## src/rtl/adccal_defs.vh

```
`ifndef ADCCAL_DEFS_VH
`define ADCCAL_DEFS_VH

// register selects on the byte port
`define ADCCAL_SEL_CTRL 3'h0
`define ADCCAL_SEL_DATA 3'h1
`define ADCCAL_SEL_OFFS 3'h2
`define ADCCAL_SEL_PFS 3'h3
`define ADCCAL_SEL_NFS 3'h4

// byte lanes of a three-byte register
`define ADCCAL_BYTE_LO 2'h0
`define ADCCAL_BYTE_MID 2'h1
`define ADCCAL_BYTE_HI 2'h2

// control register fields
`define ADCCAL_CTRL_MODE_HI 11
`define ADCCAL_CTRL_MODE_LO 9
`define ADCCAL_CTRL_BIPOLAR 8
`define ADCCAL_CTRL_GAIN_HI 7
`define ADCCAL_CTRL_GAIN_LO 5
`define ADCCAL_CTRL_STANDBY 3

// operating-mode codes
`define ADCCAL_MODE_CONVERT 3'h0
`define ADCCAL_MODE_SELF_CAL 3'h1
`define ADCCAL_MODE_SYS_OFFS 3'h2
`define ADCCAL_MODE_SYS_PFS 3'h3
`define ADCCAL_MODE_SYS_NFS 3'h4

// control reset: self-cal mode, bipolar, gain 1, filter code left to the user
`define ADCCAL_CTRL_RESET 24'h000300

// calibration run time
`define ADCCAL_CAL_TIME_NS 160
`define ADCCAL_CLK_PERIOD_NS 10
`define ADCCAL_CAL_CYCLES (`ADCCAL_CAL_TIME_NS / `ADCCAL_CLK_PERIOD_NS)

`endif

```

## src/rtl/adccal_regs.v

```verilog
`timescale 1ns/1ps
`include "adccal_defs.vh"

module adccal_regs #(
  parameter WIDTH = 24,
  parameter CAL_CYCLES = `ADCCAL_CAL_CYCLES
) (
  input wire clk,
  input wire sys_rst,
  input wire wr_en,
  input wire rd_en,
  input wire [2:0] reg_sel,
  input wire [1:0] byte_sel,
  input wire [7:0] wr_data,
  input wire sample_valid,
  input wire [WIDTH-1:0] sample_raw,
  input wire [WIDTH-1:0] cal_offs_in,
  input wire [WIDTH-1:0] cal_pfs_in,
  input wire [WIDTH-1:0] cal_nfs_in,
  output reg [7:0] rd_data,
  output reg rd_valid,
  output reg conversion_ready_n,
  output reg [WIDTH-1:0] result,
  output reg [2:0] gain_select,
  output reg bipolar,
  output reg calibrating
);
  localparam ST_CAL = 3'b001;
  // waits for the first sample after a calibration or a restart
  localparam ST_SETTLE = 3'b010;
  localparam ST_RUN = 3'b100;

  reg [2:0] state;
  reg [2:0] next_state;
  reg [23:0] ctrl;
  reg [15:0] cal_cnt;
  reg [2:0] cal_mode;
  reg [2:0] load_mask;
  reg rd_pend;
  reg [1:0] rd_pend_byte;
  reg [2:0] rd_pend_sel;
  reg [7:0] rd_direct;
  wire [WIDTH-1:0] coeff_word;
  wire [WIDTH-1:0] offs_word;
  wire ctrl_wr;
  wire ctrl_upper_wr;
  wire coeff_wr;
  wire [2:0] mode_now;
  wire cal_done;
  wire [2:0] coeff_rd_sel;

  function [7:0] pick_byte;
    input [23:0] word;
    input [1:0] lane;
    begin
      case (lane)
        `ADCCAL_BYTE_LO: pick_byte = word[7:0];
        `ADCCAL_BYTE_MID: pick_byte = word[15:8];
        `ADCCAL_BYTE_HI: pick_byte = word[23:16];
        default: pick_byte = 8'h00;
      endcase
    end
  endfunction

  function is_cal_mode;
    input [2:0] mode;
    begin
      is_cal_mode = (mode != `ADCCAL_MODE_CONVERT) && (mode <= `ADCCAL_MODE_SYS_NFS);
    end
  endfunction

  // selects 2 to 4 are the three coefficient words in the little memory
  function is_coeff_sel;
    input [2:0] sel;
    begin
      is_coeff_sel = (sel >= `ADCCAL_SEL_OFFS) && (sel <= `ADCCAL_SEL_NFS);
    end
  endfunction

  // lane code 3 names no byte of a 24-bit word, so such writes are dropped
  function lane_ok;
    input [1:0] lane;
    begin
      lane_ok = lane != 2'h3;
    end
  endfunction

  assign ctrl_wr = wr_en && reg_sel == `ADCCAL_SEL_CTRL && lane_ok(byte_sel);
  // byte 1 or 2 may retune the filter or switch mode, so a held result is stale
  assign ctrl_upper_wr = ctrl_wr && byte_sel != `ADCCAL_BYTE_LO;
  assign coeff_wr = wr_en && is_coeff_sel(reg_sel) && lane_ok(byte_sel);
  // a byte-1 write decides the mode in its own cycle, not the old copy
  assign mode_now = (ctrl_wr && byte_sel == `ADCCAL_BYTE_MID) ?
    wr_data[`ADCCAL_CTRL_MODE_HI-8:`ADCCAL_CTRL_MODE_LO-8] :
    ctrl[`ADCCAL_CTRL_MODE_HI:`ADCCAL_CTRL_MODE_LO];
  assign cal_done = state == ST_CAL && cal_cnt == 16'h0001;
  assign coeff_rd_sel = reg_sel - `ADCCAL_SEL_OFFS;

  // a finished calibration wins over a host byte written in the same cycle
  adccal_coeff_mem #(
    .WIDTH(WIDTH)
  ) u_mem (
    .clk(clk),
    .sys_rst(sys_rst),
    .wr_en(coeff_wr),
    .wr_index(coeff_rd_sel[1:0]),
    .wr_byte(byte_sel),
    .wr_data(wr_data),
    .load_mask(load_mask),
    .load_offs(cal_offs_in),
    .load_pfs(cal_pfs_in),
    .load_nfs(cal_nfs_in),
    .rd_index(is_coeff_sel(reg_sel) ? coeff_rd_sel[1:0] : 2'h3),
    .rd_word(coeff_word),
    .offs_word(offs_word)
  );

  // which coefficients a finished calibration overwrites
  always @* begin
    load_mask = 3'h0;
    if (cal_done) begin
      case (cal_mode)
        `ADCCAL_MODE_SELF_CAL: load_mask = 3'h7;
        `ADCCAL_MODE_SYS_OFFS: load_mask = 3'h1;
        `ADCCAL_MODE_SYS_PFS: load_mask = 3'h2;
        `ADCCAL_MODE_SYS_NFS: load_mask = 3'h4;
        default: load_mask = 3'h0;
      endcase
    end
  end

  always @* begin
    next_state = state;
    case (state)
      ST_CAL: if (cal_done) next_state = ST_SETTLE;
      ST_SETTLE: if (sample_valid && !ctrl[`ADCCAL_CTRL_STANDBY]) next_state = ST_RUN;
      ST_RUN: next_state = ST_RUN;
      default: next_state = ST_CAL;
    endcase
    // a byte-1 or byte-2 control write restarts the sequence from wherever it stood
    if (ctrl_upper_wr) begin
      next_state = is_cal_mode(mode_now) ? ST_CAL : ST_SETTLE;
    end
  end

  always @(posedge clk or posedge sys_rst) begin
    if (sys_rst) begin
      state <= ST_CAL;
      ctrl <= `ADCCAL_CTRL_RESET;
      cal_cnt <= 16'h0000;
      cal_mode <= `ADCCAL_MODE_SELF_CAL;
      conversion_ready_n <= 1'b1;
      result <= {WIDTH{1'b0}};
      gain_select <= 3'h0;
      bipolar <= 1'b1;
      calibrating <= 1'b1;
      rd_data <= 8'h00;
      rd_valid <= 1'b0;
      rd_pend <= 1'b0;
      rd_pend_byte <= 2'h0;
      rd_pend_sel <= 3'h0;
      rd_direct <= 8'h00;
    end else begin
      state <= next_state;
      calibrating <= next_state == ST_CAL;
      if (ctrl_wr) begin
        ctrl[byte_sel*8 +: 8] <= wr_data;
      end
      gain_select <= ctrl[`ADCCAL_CTRL_GAIN_HI:`ADCCAL_CTRL_GAIN_LO];
      bipolar <= ctrl[`ADCCAL_CTRL_BIPOLAR];
      // a restart reloads the count, so repeated writes stretch calibration
      if (ctrl_upper_wr && is_cal_mode(mode_now)) begin
        cal_mode <= mode_now;
        cal_cnt <= CAL_CYCLES[15:0];
      end else if (state == ST_CAL && cal_cnt > 16'h0001) begin
        cal_cnt <= cal_cnt - 16'h0001;
      end else if (state == ST_CAL && cal_cnt == 16'h0000) begin
        // first cycle after reset: arm the self-calibration
        cal_cnt <= CAL_CYCLES[15:0];
      end else if (cal_done) begin
        cal_cnt <= 16'h0000;
      end
      // new result only outside calibration; standby halts the filter path
      // a clearing write beats a sample in the same cycle; that sample is dropped
      if (ctrl_upper_wr || ctrl[`ADCCAL_CTRL_STANDBY]) begin
        conversion_ready_n <= 1'b1;
      end else if (sample_valid && state != ST_CAL) begin
        // the subtraction wraps; codes near the ends are not clamped
        result <= sample_raw - offs_word;
        conversion_ready_n <= 1'b0;
      end else if (rd_en && reg_sel == `ADCCAL_SEL_DATA && byte_sel == `ADCCAL_BYTE_LO) begin
        // reading the last byte completes the data read
        // the default order is descending, so byte 0 is the last lane
        conversion_ready_n <= 1'b1;
      end
      // coefficient reads wait one cycle for the memory's registered word
      rd_pend <= rd_en;
      rd_pend_byte <= byte_sel;
      rd_pend_sel <= reg_sel;
      rd_direct <= (reg_sel == `ADCCAL_SEL_CTRL) ? pick_byte(ctrl, byte_sel) :
        (reg_sel == `ADCCAL_SEL_DATA) ? pick_byte(result, byte_sel) : 8'h00;
      rd_valid <= rd_pend;
      if (rd_pend) begin
        rd_data <= (rd_pend_sel >= `ADCCAL_SEL_OFFS) ?
          pick_byte(coeff_word, rd_pend_byte) : rd_direct;
      end
    end
  end
endmodule // adccal_regs

```

## src/rtl/adccal_coeff_mem.v

```verilog
`timescale 1ns/1ps
`include "adccal_defs.vh"

module adccal_coeff_mem #(
  parameter WIDTH = 24
) (
  input wire clk,
  input wire sys_rst,
  input wire wr_en,
  input wire [1:0] wr_index,
  input wire [1:0] wr_byte,
  input wire [7:0] wr_data,
  input wire [2:0] load_mask,
  input wire [WIDTH-1:0] load_offs,
  input wire [WIDTH-1:0] load_pfs,
  input wire [WIDTH-1:0] load_nfs,
  input wire [1:0] rd_index,
  output reg [WIDTH-1:0] rd_word,
  output reg [WIDTH-1:0] offs_word
);
  reg [WIDTH-1:0] mem [0:2];
  integer i;

  always @(posedge clk or posedge sys_rst) begin
    if (sys_rst) begin
      for (i = 0; i < 3; i = i + 1) begin
        mem[i] <= {WIDTH{1'b0}};
      end
      rd_word <= {WIDTH{1'b0}};
      offs_word <= {WIDTH{1'b0}};
    end else begin
      // a calibration result takes priority over a host byte write
      if (load_mask[0]) begin
        mem[0] <= load_offs;
      end else if (wr_en && wr_index == 2'h0) begin
        mem[0][wr_byte*8 +: 8] <= wr_data;
      end
      if (load_mask[1]) begin
        mem[1] <= load_pfs;
      end else if (wr_en && wr_index == 2'h1) begin
        mem[1][wr_byte*8 +: 8] <= wr_data;
      end
      if (load_mask[2]) begin
        mem[2] <= load_nfs;
      end else if (wr_en && wr_index == 2'h2) begin
        mem[2][wr_byte*8 +: 8] <= wr_data;
      end
      rd_word <= (rd_index == 2'h3) ? {WIDTH{1'b0}} : mem[rd_index];
      offs_word <= mem[0];
    end
  end
endmodule // adccal_coeff_mem

```

## config.mk

```make
export PLATFORM = sky130hd
export DESIGN_NAME = adccal_regs
export DESIGN_NICKNAME = d
export VERILOG_FILES = /design/src/rtl/adccal_regs.v /design/src/rtl/adccal_coeff_mem.v
export VERILOG_INCLUDE_DIRS = /design/src /design/src/rtl
export SDC_FILE = /design/constraint.sdc
export NUM_CORES = 1
export LEC_CHECK = 0
export ABC_AREA = 1
export BUFFER_PORTS_ARGS = -buffer_cell sky130_fd_sc_hd__buf_4
export CORE_MARGIN = 5
export CORE_UTILIZATION = 40
export CTS_CLUSTER_DIAMETER = 200
export DETAILED_ROUTE_END_ITERATION = 10
export GPL_ROUTABILITY_DRIVEN = 0
export GPL_TIMING_DRIVEN = 1
export PLACE_DENSITY = 0.6
export SYNTH_ARGS = -nofsm -noshare
export SYNTH_HDL_FRONTEND = slang
export SYNTH_HIERARCHICAL = 1
export SYNTH_SLANG_ARGS = --single-unit
```

## constraint.sdc

```tcl
create_clock -name clk -period 4.1 [get_ports clk]
set_input_delay 0.615 -clock clk [delete_from_list [all_inputs] [get_ports clk]]
set_output_delay 0.615 -clock clk [all_outputs]
set_load 0.02 [all_outputs]
```

==> flow_summary.json, run 1 <==
{
  "clock_latency_ns": 0.53,
  "clock_skew_ns": 0.0186,
  "synth_compound_area_share_pct": 8.60,
  "synthAdderAreaFrac_pct": 3.81,
  "postSynthAreaPerCell_um2": 7.70,
  "ys_top_cells_by_area": "dfrtp_1 (44%), nand2_1 (14%), nand3_1 (9.7%)",
  "htreeDepth": 1,
  "ir_drop_mv": 0.289,
  "hpwlAfterDp_mm": 29.4,
  "cts_hold_buf": 0,
  "start_kind": "register",
  "grt_remaining_overflow": 0,
  "grt_max_degree": 74,
  "ys.flop_type": "dfrtp_1",
  "multi_input_area_um2": 5750,
  "syn-num-nets": 1711,
  "antenna_found_initial": 0,
  "track_usage_pct": 22.1,
  "fin_area_um2": 14300,
  "finalMaxSlewViolations": 0,
  "critPathSlowestCell": "dfrtp_1",
  "netlist_instances": 1561,
  "row_count": 63,
  "crit_fanout": 39,
  "synth_top_area_cell": "dfrtp_1",
  "final_nets": 1848,
  "cp-end-kind": "register",
  "clkTransAtPathRegs_ns": 0.06,
  "first_pass_iters": 6,
  "synth_cell_types": 49,
  "avgViaCountPerCell": 5.31,
  "cpPeakStageDelay_ns": 0.41,
  "seqPwrFrac_pct": 42.5,
  "drc": 0,
  "rsz0062_at_grt": "no",
  "yosysMostFrequentCell": "nand2_1",
  "fin_total_pwr_mw": 6.32,
  "synth_seq_cells": 218,
  "yosysWarnings": 6,
  "start_util_pct": 40.6,
  "clock.fmax_ghz": 0.359,
  "synth_top_area_share_pct": 43.9,
  "netSwitchingFraction_pct": 32.5,
  "worst_pin_slew_ns": 0.900,
  "p_sw_mw": 2.05,
  "cts_resized": 0,
  "regArea_um2": 5460,
  "synth_edf_count": 0,
  "drt-initial-drc-count": 1113,
  "cap_violations": 0,
  "power.internal_mw": 4.27,
  "drive_gt1_share_pct": 15.7,
  "total_leakage_power_nw": 7.26,
  "worstHoldPathType": "in2async",
  "synth_top_family_by_area": "simple AND/OR/NAND/NOR gates",
  "fp.dieH_um": 183,
  "yosys-mux-area-fraction_pct": 0,
  "comb_power_share_pct": 24.1,
  "cts_sinks": 218,
  "antenna_cells": 0,
  "synthSimpleGateAreaFrac_pct": 33.7,
  "finalWirelength_mm": 37.7,
  "yosys.area_share.xor_xnor_pct": 1.60,
  "portBuffers": 152,
  "synth.yosys.seq_area_share_pct": 45.5,
  "cts_tree": "done",
  "grt_pass1_vias": 10800,
  "syn_area_um2": 12000,
  "die_w_um": 183,
  "postRouteAntennaNets": 0,
  "setup_viol": 0,
  "p_per_area_nw_per_um2": 443,
  "hold_viol": 0,
  "clkPwrFrac_pct": 33.4,
  "root_buffer": "clkbuf_16",
  "crit_chain": "nor2_1, nand2_1, nor2_1, nand4_1, buf_4, nor3_2, buf_4, inv_2, or2_2, nand3_1, nand2_1",
  "grt_pass1_wl_mm": 59.4,
  "required_ns": 4.52,
  "postCtsSetupRepairBufs": 0,
  "fin_crit_sh_pct": 68.0,
  "synth_common_cells": "nand2_1 (434), nand3_1 (232), dfrtp_1 (211)",
  "final.setup.tns_ns": 0,
  "cts-buffers-inserted": 25,
  "vias": 11200,
  "area_growth_pct": 18.8,
  "slew_headroom_pct": 39.5,
  "die_area_um2": 33600,
  "dpl_cell_area_um2": 13500,
  "async_reset_ff_share_pct": 100,
  "cp.arrival_ns": 3.21,
  "ios": 153,
  "status": "finished, final reports clean",
  "wl_per_cell_um": 17.9,
  "worstSetupPathType": "reg2reg",
  "core_area_um2": 29600,
  "fillers": 2989,
  "period_minus_slack_ns": 2.79,
  "clock_path_buffers": 3
}
==> power groups by stage <==
stage          clock (mW)  sequential (mW)  combinational (mW)
3_5_place_dp            0             2.72                1.52
4_1_cts              2.15             2.68                1.53
5_1_grt              2.24             2.72                1.70
3_3_place_gp            0             2.72                1.50
6_report             2.11             2.69                1.52
2_1_floorplan           0             2.78               0.817
==> kinds of logic (layout without fill, tap and decap cells) <==
family | Yosys count | count (layout)
compound gates | 175 | 175
xor+xnor | 22 | 22
fa+ha+maj | 36 | 36
buf+inv | 202 | 355
flops | 218 | 218
simple gates | 908 | 908
==> critical path: cells and delay by family, from the launching register on <==
kind	cells	cell delay, ns
buffers and inverters	3	0.95
DFF	1	0.41
and+or+nand+nor	8	1.31
==> metrics by stage <==
step                setup slack (ns)  utilization, %  instances  hold slack [ns]
detailed placement              1.08            45.6       2061            0.363
global placement                1.19            45.6       2061            0.379
CTS                             1.34            48.2       2104            0.204
finish                          1.31            48.2       2104            0.207
global route                    1.06            48.2       2104            0.203
floorplan                      0.299               -       1561            0.352
==> routing by layer <==
| layer | wire [um] | up-vias | part of all wire [%] | global-route usage (%) |
|---|---|---|---|---|
| met1 | 17300 | 5210 | 46 | 32.3 |
| li1 | - | 5439 | - | - |
| met3 | 2460 | 70 | 6.5 | 2.82 |
| met5 | 0 | - | 0 | 0 |
| met2 | 16800 | 459 | 44 | 34.7 |
| met4 | 1160 | 0 | 3.1 | 6.29 |
==> area by class of cell <==
cell class / count / area share, %
clock buffer: 36 / 4.95
clock inverter: 7 / 0.464
inverter: 145 / 3.85
multi-input combinational: 1141 / 40.3
sequential: 218 / 38.3
tap: 390 / 3.42
timing repair buffer: 167 / 8.78
==> sequential cells by signal, indices dropped and copies added, names as in the netlist <==
signal / count
rd_pend_byte: 2
ctrl: 24
calibrating: 1
rd_valid: 1
u_mem/offs_word: 24
bipolar: 1
cal_cnt: 16
state: 3
u_mem/rd_word: 24
conversion_ready_n: 1
gain_select: 3
rd_direct: 8
cal_mode: 3
rd_data: 8
u_mem/mem: 72
rd_pend: 1
rd_pend_sel: 2
result: 24
==> cell usage in the layout (no fill, tap or decap), types with 4 or more instances in the layout <==
master	count
nand2_1	434
nand3_1	232
dfrtp_1	211
buf_4	167
nor2_1	136
inv_1	134
o21ai_0	65
a21oi_1	44
nand4_1	38
ha_1	35
o31ai_1	25
clkbuf_16	25
nor3_1	16
xor2_1	15
or2_2	10
o22ai_1	9
nor2_4	8
inv_2	8
a31oi_1	8
a22o_1	8
nor2_2	7
xnor2_1	7
dfstp_2	7
clkbuf_1	7
nand2_2	6
nand3_2	5
a21o_1	4
clkinv_2	4
clkbuf_8	4
==> final timing paths <==
path	slack (ns)	depth (start not counted)	end	start
max	1.31	11	u_mem/mem[67]$_DFFE_PP0P_	cal_cnt[11]$_DFFE_PP0P_
min	0.21	2	result[0]$_DFFE_PP0P_	sys_rst
max reg2reg	1.31	11	u_mem/mem[67]$_DFFE_PP0P_	cal_cnt[11]$_DFFE_PP0P_
min reg2reg	0.37	0	gain_select[1]$_DFF_PP0_	ctrl[6]$_DFFE_PP0P_
max in group asynchronous	2.97	3	u_mem/rd_word[2]$_DFF_PP0_	sys_rst
min in group clk	0.21	1	rd_pend$_DFF_PP0_	rd_en
(Power assumes the default switching activity.)
==> run 2: changes to the inputs <==
--- a/config.mk
+++ b/config.mk
@@ -6,7 +6,7 @@
 export SDC_FILE = /design/constraint.sdc
 export NUM_CORES = 1
 export LEC_CHECK = 0
-export ABC_AREA = 1
+export ABC_AREA = 0
 export BUFFER_PORTS_ARGS = -buffer_cell sky130_fd_sc_hd__buf_4
 export CORE_MARGIN = 5
 export CORE_UTILIZATION = 40
@@ -14,7 +14,7 @@
 export DETAILED_ROUTE_END_ITERATION = 10
 export GPL_ROUTABILITY_DRIVEN = 0
 export GPL_TIMING_DRIVEN = 1
-export PLACE_DENSITY = 0.6
+export PLACE_DENSITY = 0.62
 export SYNTH_ARGS = -nofsm -noshare
 export SYNTH_HDL_FRONTEND = slang
 export SYNTH_HIERARCHICAL = 1
==> constraint.sdc (replaced) <==
create_clock -name clk -period 2.45 [get_ports clk]
set_input_delay 0.3675 -clock clk [delete_from_list [all_inputs] [get_ports clk]]
set_output_delay 0.3675 -clock clk [all_outputs]
set_load 0.02 [all_outputs]
==> run 2 against run 1 <==
Net effect:
- die area fell by 4.3%
- final cell count fell by 12%
- sequential cell count did not move
- count of clock-buffer cells in the layout fell by 3
- critical path type unchanged
==> flow_summary.json, run 2 <==
{
  "grt_pass1_vias": 10000,
  "place_ws_ns": -0.245,
  "avgViaCountPerCell": 5.46,
  "root_buffer": "clkbuf_16",
  "ys.flop_type": "dfrtp_1",
  "synth_top_area_cell": "dfrtp_1",
  "status": "finished, final reports clean",
  "cp.arrival_ns": 2.81,
  "worst_pin_slew_ns": 0.711,
  "die_area_um2": 32200,
  "top_register": "u_mem/mem",
  "portBuffers": 152,
  "slew_headroom_pct": 52.5,
  "ir_drop_mv": 0.413,
  "area_growth_pct": 28.7,
  "die_w_um": 179,
  "hpwlAfterDp_mm": 27.6,
  "cts-buffers-inserted": 25,
  "path_delay_family": "simple AND/OR/NAND/NOR gates",
  "drt-met1-wl_mm": 16.6,
  "synth_edf_count": 0,
  "synth_common_cells": "nand2_1 (225), dfrtp_1 (211), inv_1 (126)",
  "worst_slack_ns": 0.0961,
  "antenna_found_initial": 0,
  "cap_violations": 0,
  "final_nets": 1600,
  "netlist_instances": 1225,
  "yosysMostFrequentCell": "nand2_1",
  "vias": 10100,
  "row_count": 62,
  "worstSetupPathType": "reg2reg",
  "synth_seq_cells": 218,
  "synth_top_area_share_pct": 46.0,
  "critPathSlowestCell": "or4_1",
  "worst_path_most_repeated_cell": "buf_4",
  "ios": 153,
  "period_minus_slack_ns": 2.35,
  "crit_fanout": 3,
  "htreeDepth": 1,
  "cp-end-kind": "register",
  "start_kind": "register",
  "clock_latency_ns": 0.53,
  "cpPeakStageDelay_ns": 0.40,
  "clkTransAtPathRegs_ns": 0.06,
  "cts_sinks": 218,
  "met2_length_mm": 16.5,
  "finalMaxSlewViolations": 0,
  "yosysWarnings": 6,
  "track_usage_pct": 21.7,
  "ys_top_cells_by_area": "dfrtp_1 (46%), nand2_1 (7.4%), o221ai_1 (5.0%)",
  "core_area_um2": 28500,
  "stdcell_count": 1854,
  "required_ns": 2.91,
  "clock_skew_ns": 0.0151,
  "postSynthAreaPerCell_um2": 9.37,
  "cts_tree": "done",
  "clock_path_buffers": 3,
  "first_pass_iters": 6,
  "grt_remaining_overflow": 0,
  "mostFrequentLayoutCells": "buf_4 (248), nand2_1 (223), dfrtp_1 (211)",
  "crit_chain": "ha_2, buf_4, fa_2, nor2b_2, o31a_1, o21a_1, buf_4, a21oi_1, or4_1, nand3_1",
  "p_per_area_nw_per_um2": 870,
  "finalWirelength_mm": 36.3,
  "setup_viol": 0,
  "drc": 0,
  "hold_viol": 0,
  "largest_reg_flops": 72,
  "synth.yosys.seq_area_share_pct": 47.6,
  "grt_max_degree": 64,
  "postRouteAntennaNets": 0,
  "layout_commonest_cell": "buf_4",
  "worstHoldPathType": "in2reg",
  "wl_per_cell_um": 19.6,
  "drive_gt1_share_pct": 24.7,
  "cp_num_buf_inv": 2,
  "synth_cell_types": 80,
  "drt-initial-drc-count": 1090,
  "dr.max_layer_used": "met4",
  "total_leakage_power_nw": 7.00,
  "clock.fmax_ghz": 0.425,
  "start_util_pct": 40.2,
  "fin_crit_sh_pct": 96.1,
  "syn-num-nets": 1375,
  "async_reset_ff_share_pct": 100,
  "rsz0062_at_grt": "yes",
  "syn_area_um2": 11500,
  "fp.dieH_um": 179,
  "dr_wl_met3_mm": 2.36,
  "grt_pass1_wl_mm": 56.6,
  "place_inst": 1800
}
run 2: through the flow:
| step | instance area [um2] | power (mW) | setup TNS [ns] | util (%) | hold WS (ns) |
|---|---|---|---|---|---|
| after global placement | 13800 | 9.05 | -2.59 | 48.2 | 0.373 |
| after CTS | 14600 | 12.8 | 0 | 51.2 | 0.0401 |
| after global routing | 14800 | 13.6 | -0.0435 | 51.7 | 0.0492 |
| after detailed placement | 13800 | 9.13 | -4.23 | 48.2 | 0.372 |
| final | 14800 | 12.9 | 0 | 51.8 | 0.0523 |
| after floorplan | 11500 | 7.36 | 0 | - | 0.360 |
run 2: layout make-up:
class | count | area (um2)
Fill cell | 2695 | 13800
Sequential cell | 218 | 5460
Multi-Input combinational cell | 814 | 5400
Clock inverter | 13 | 104
Tap cell | 384 | 480
Clock buffer | 33 | 686
Timing Repair Buffer | 265 | 2150
Antenna cell | 1 | 2.50
Inverter | 126 | 480
run 2: power breakdown:
group	total (mW)	switching (mW)	leakage [nW]	internal (mW)
combinational	4.00	2.17	4.02	1.82
sequential	5.25	0.735	2.59	4.52
clock	3.60	1.53	0.382	2.08
run 2: worst paths after layout:
path                                               from                            to  slack (ns)  cells past startpoint
min reg2reg                         ctrl[8]$_DFFE_PP1P_             bipolar$_DFF_PP1_        0.38                      0
min                                      cal_pfs_in[11]     u_mem/mem[35]$_DFFE_PP0P_        0.05                      3
max in group asynchronous                       sys_rst       cal_mode[0]$_DFFE_PP1P_        1.19                      4
max                        u_mem/offs_word[0]$_DFF_PP0_         result[8]$_DFFE_PP0P_         0.1                     10
max reg2reg                u_mem/offs_word[0]$_DFF_PP0_         result[8]$_DFFE_PP0P_         0.1                     10
min in group asynchronous                       sys_rst  u_mem/offs_word[1]$_DFF_PP0_        0.39                      3
run 2: timing repair:
action	4_1_cts	5_1_grt
resized for setup	5	25
endpoints found under the setup margin	31	65
hold buffers	4	0
buffers inserted	0	3
pin swaps	3	7
hold endpoints to repair	40	0
run 2: tightest hold or removal path, delay by kind of cell:
kind	cells	cell delay [ns]
buf+inv	1	0.08
simple gates	1	0.04
compound gates	1	0.05
run 2: cells by family after synthesis:
group / Yosys count / synth area share, %
AOI/OAI and AO/OA: 322 / 20.2
xor gates and xnor gates: 16 / 1.22
adders and majority gates: 36 / 3.99
buffers and inverters: 193 / 6.87
DFF: 218 / 47.6
muxes: 39 / 3.44
and+or+nand+nor: 401 / 16.7
run 2: routing by layer:
layer  up-vias  global-route usage (%)
met5         -                       0
met4         0                    4.66
met3        53                    3.07
met2       382                    34.1
met1      4862                    32.1
li1       4832                       -
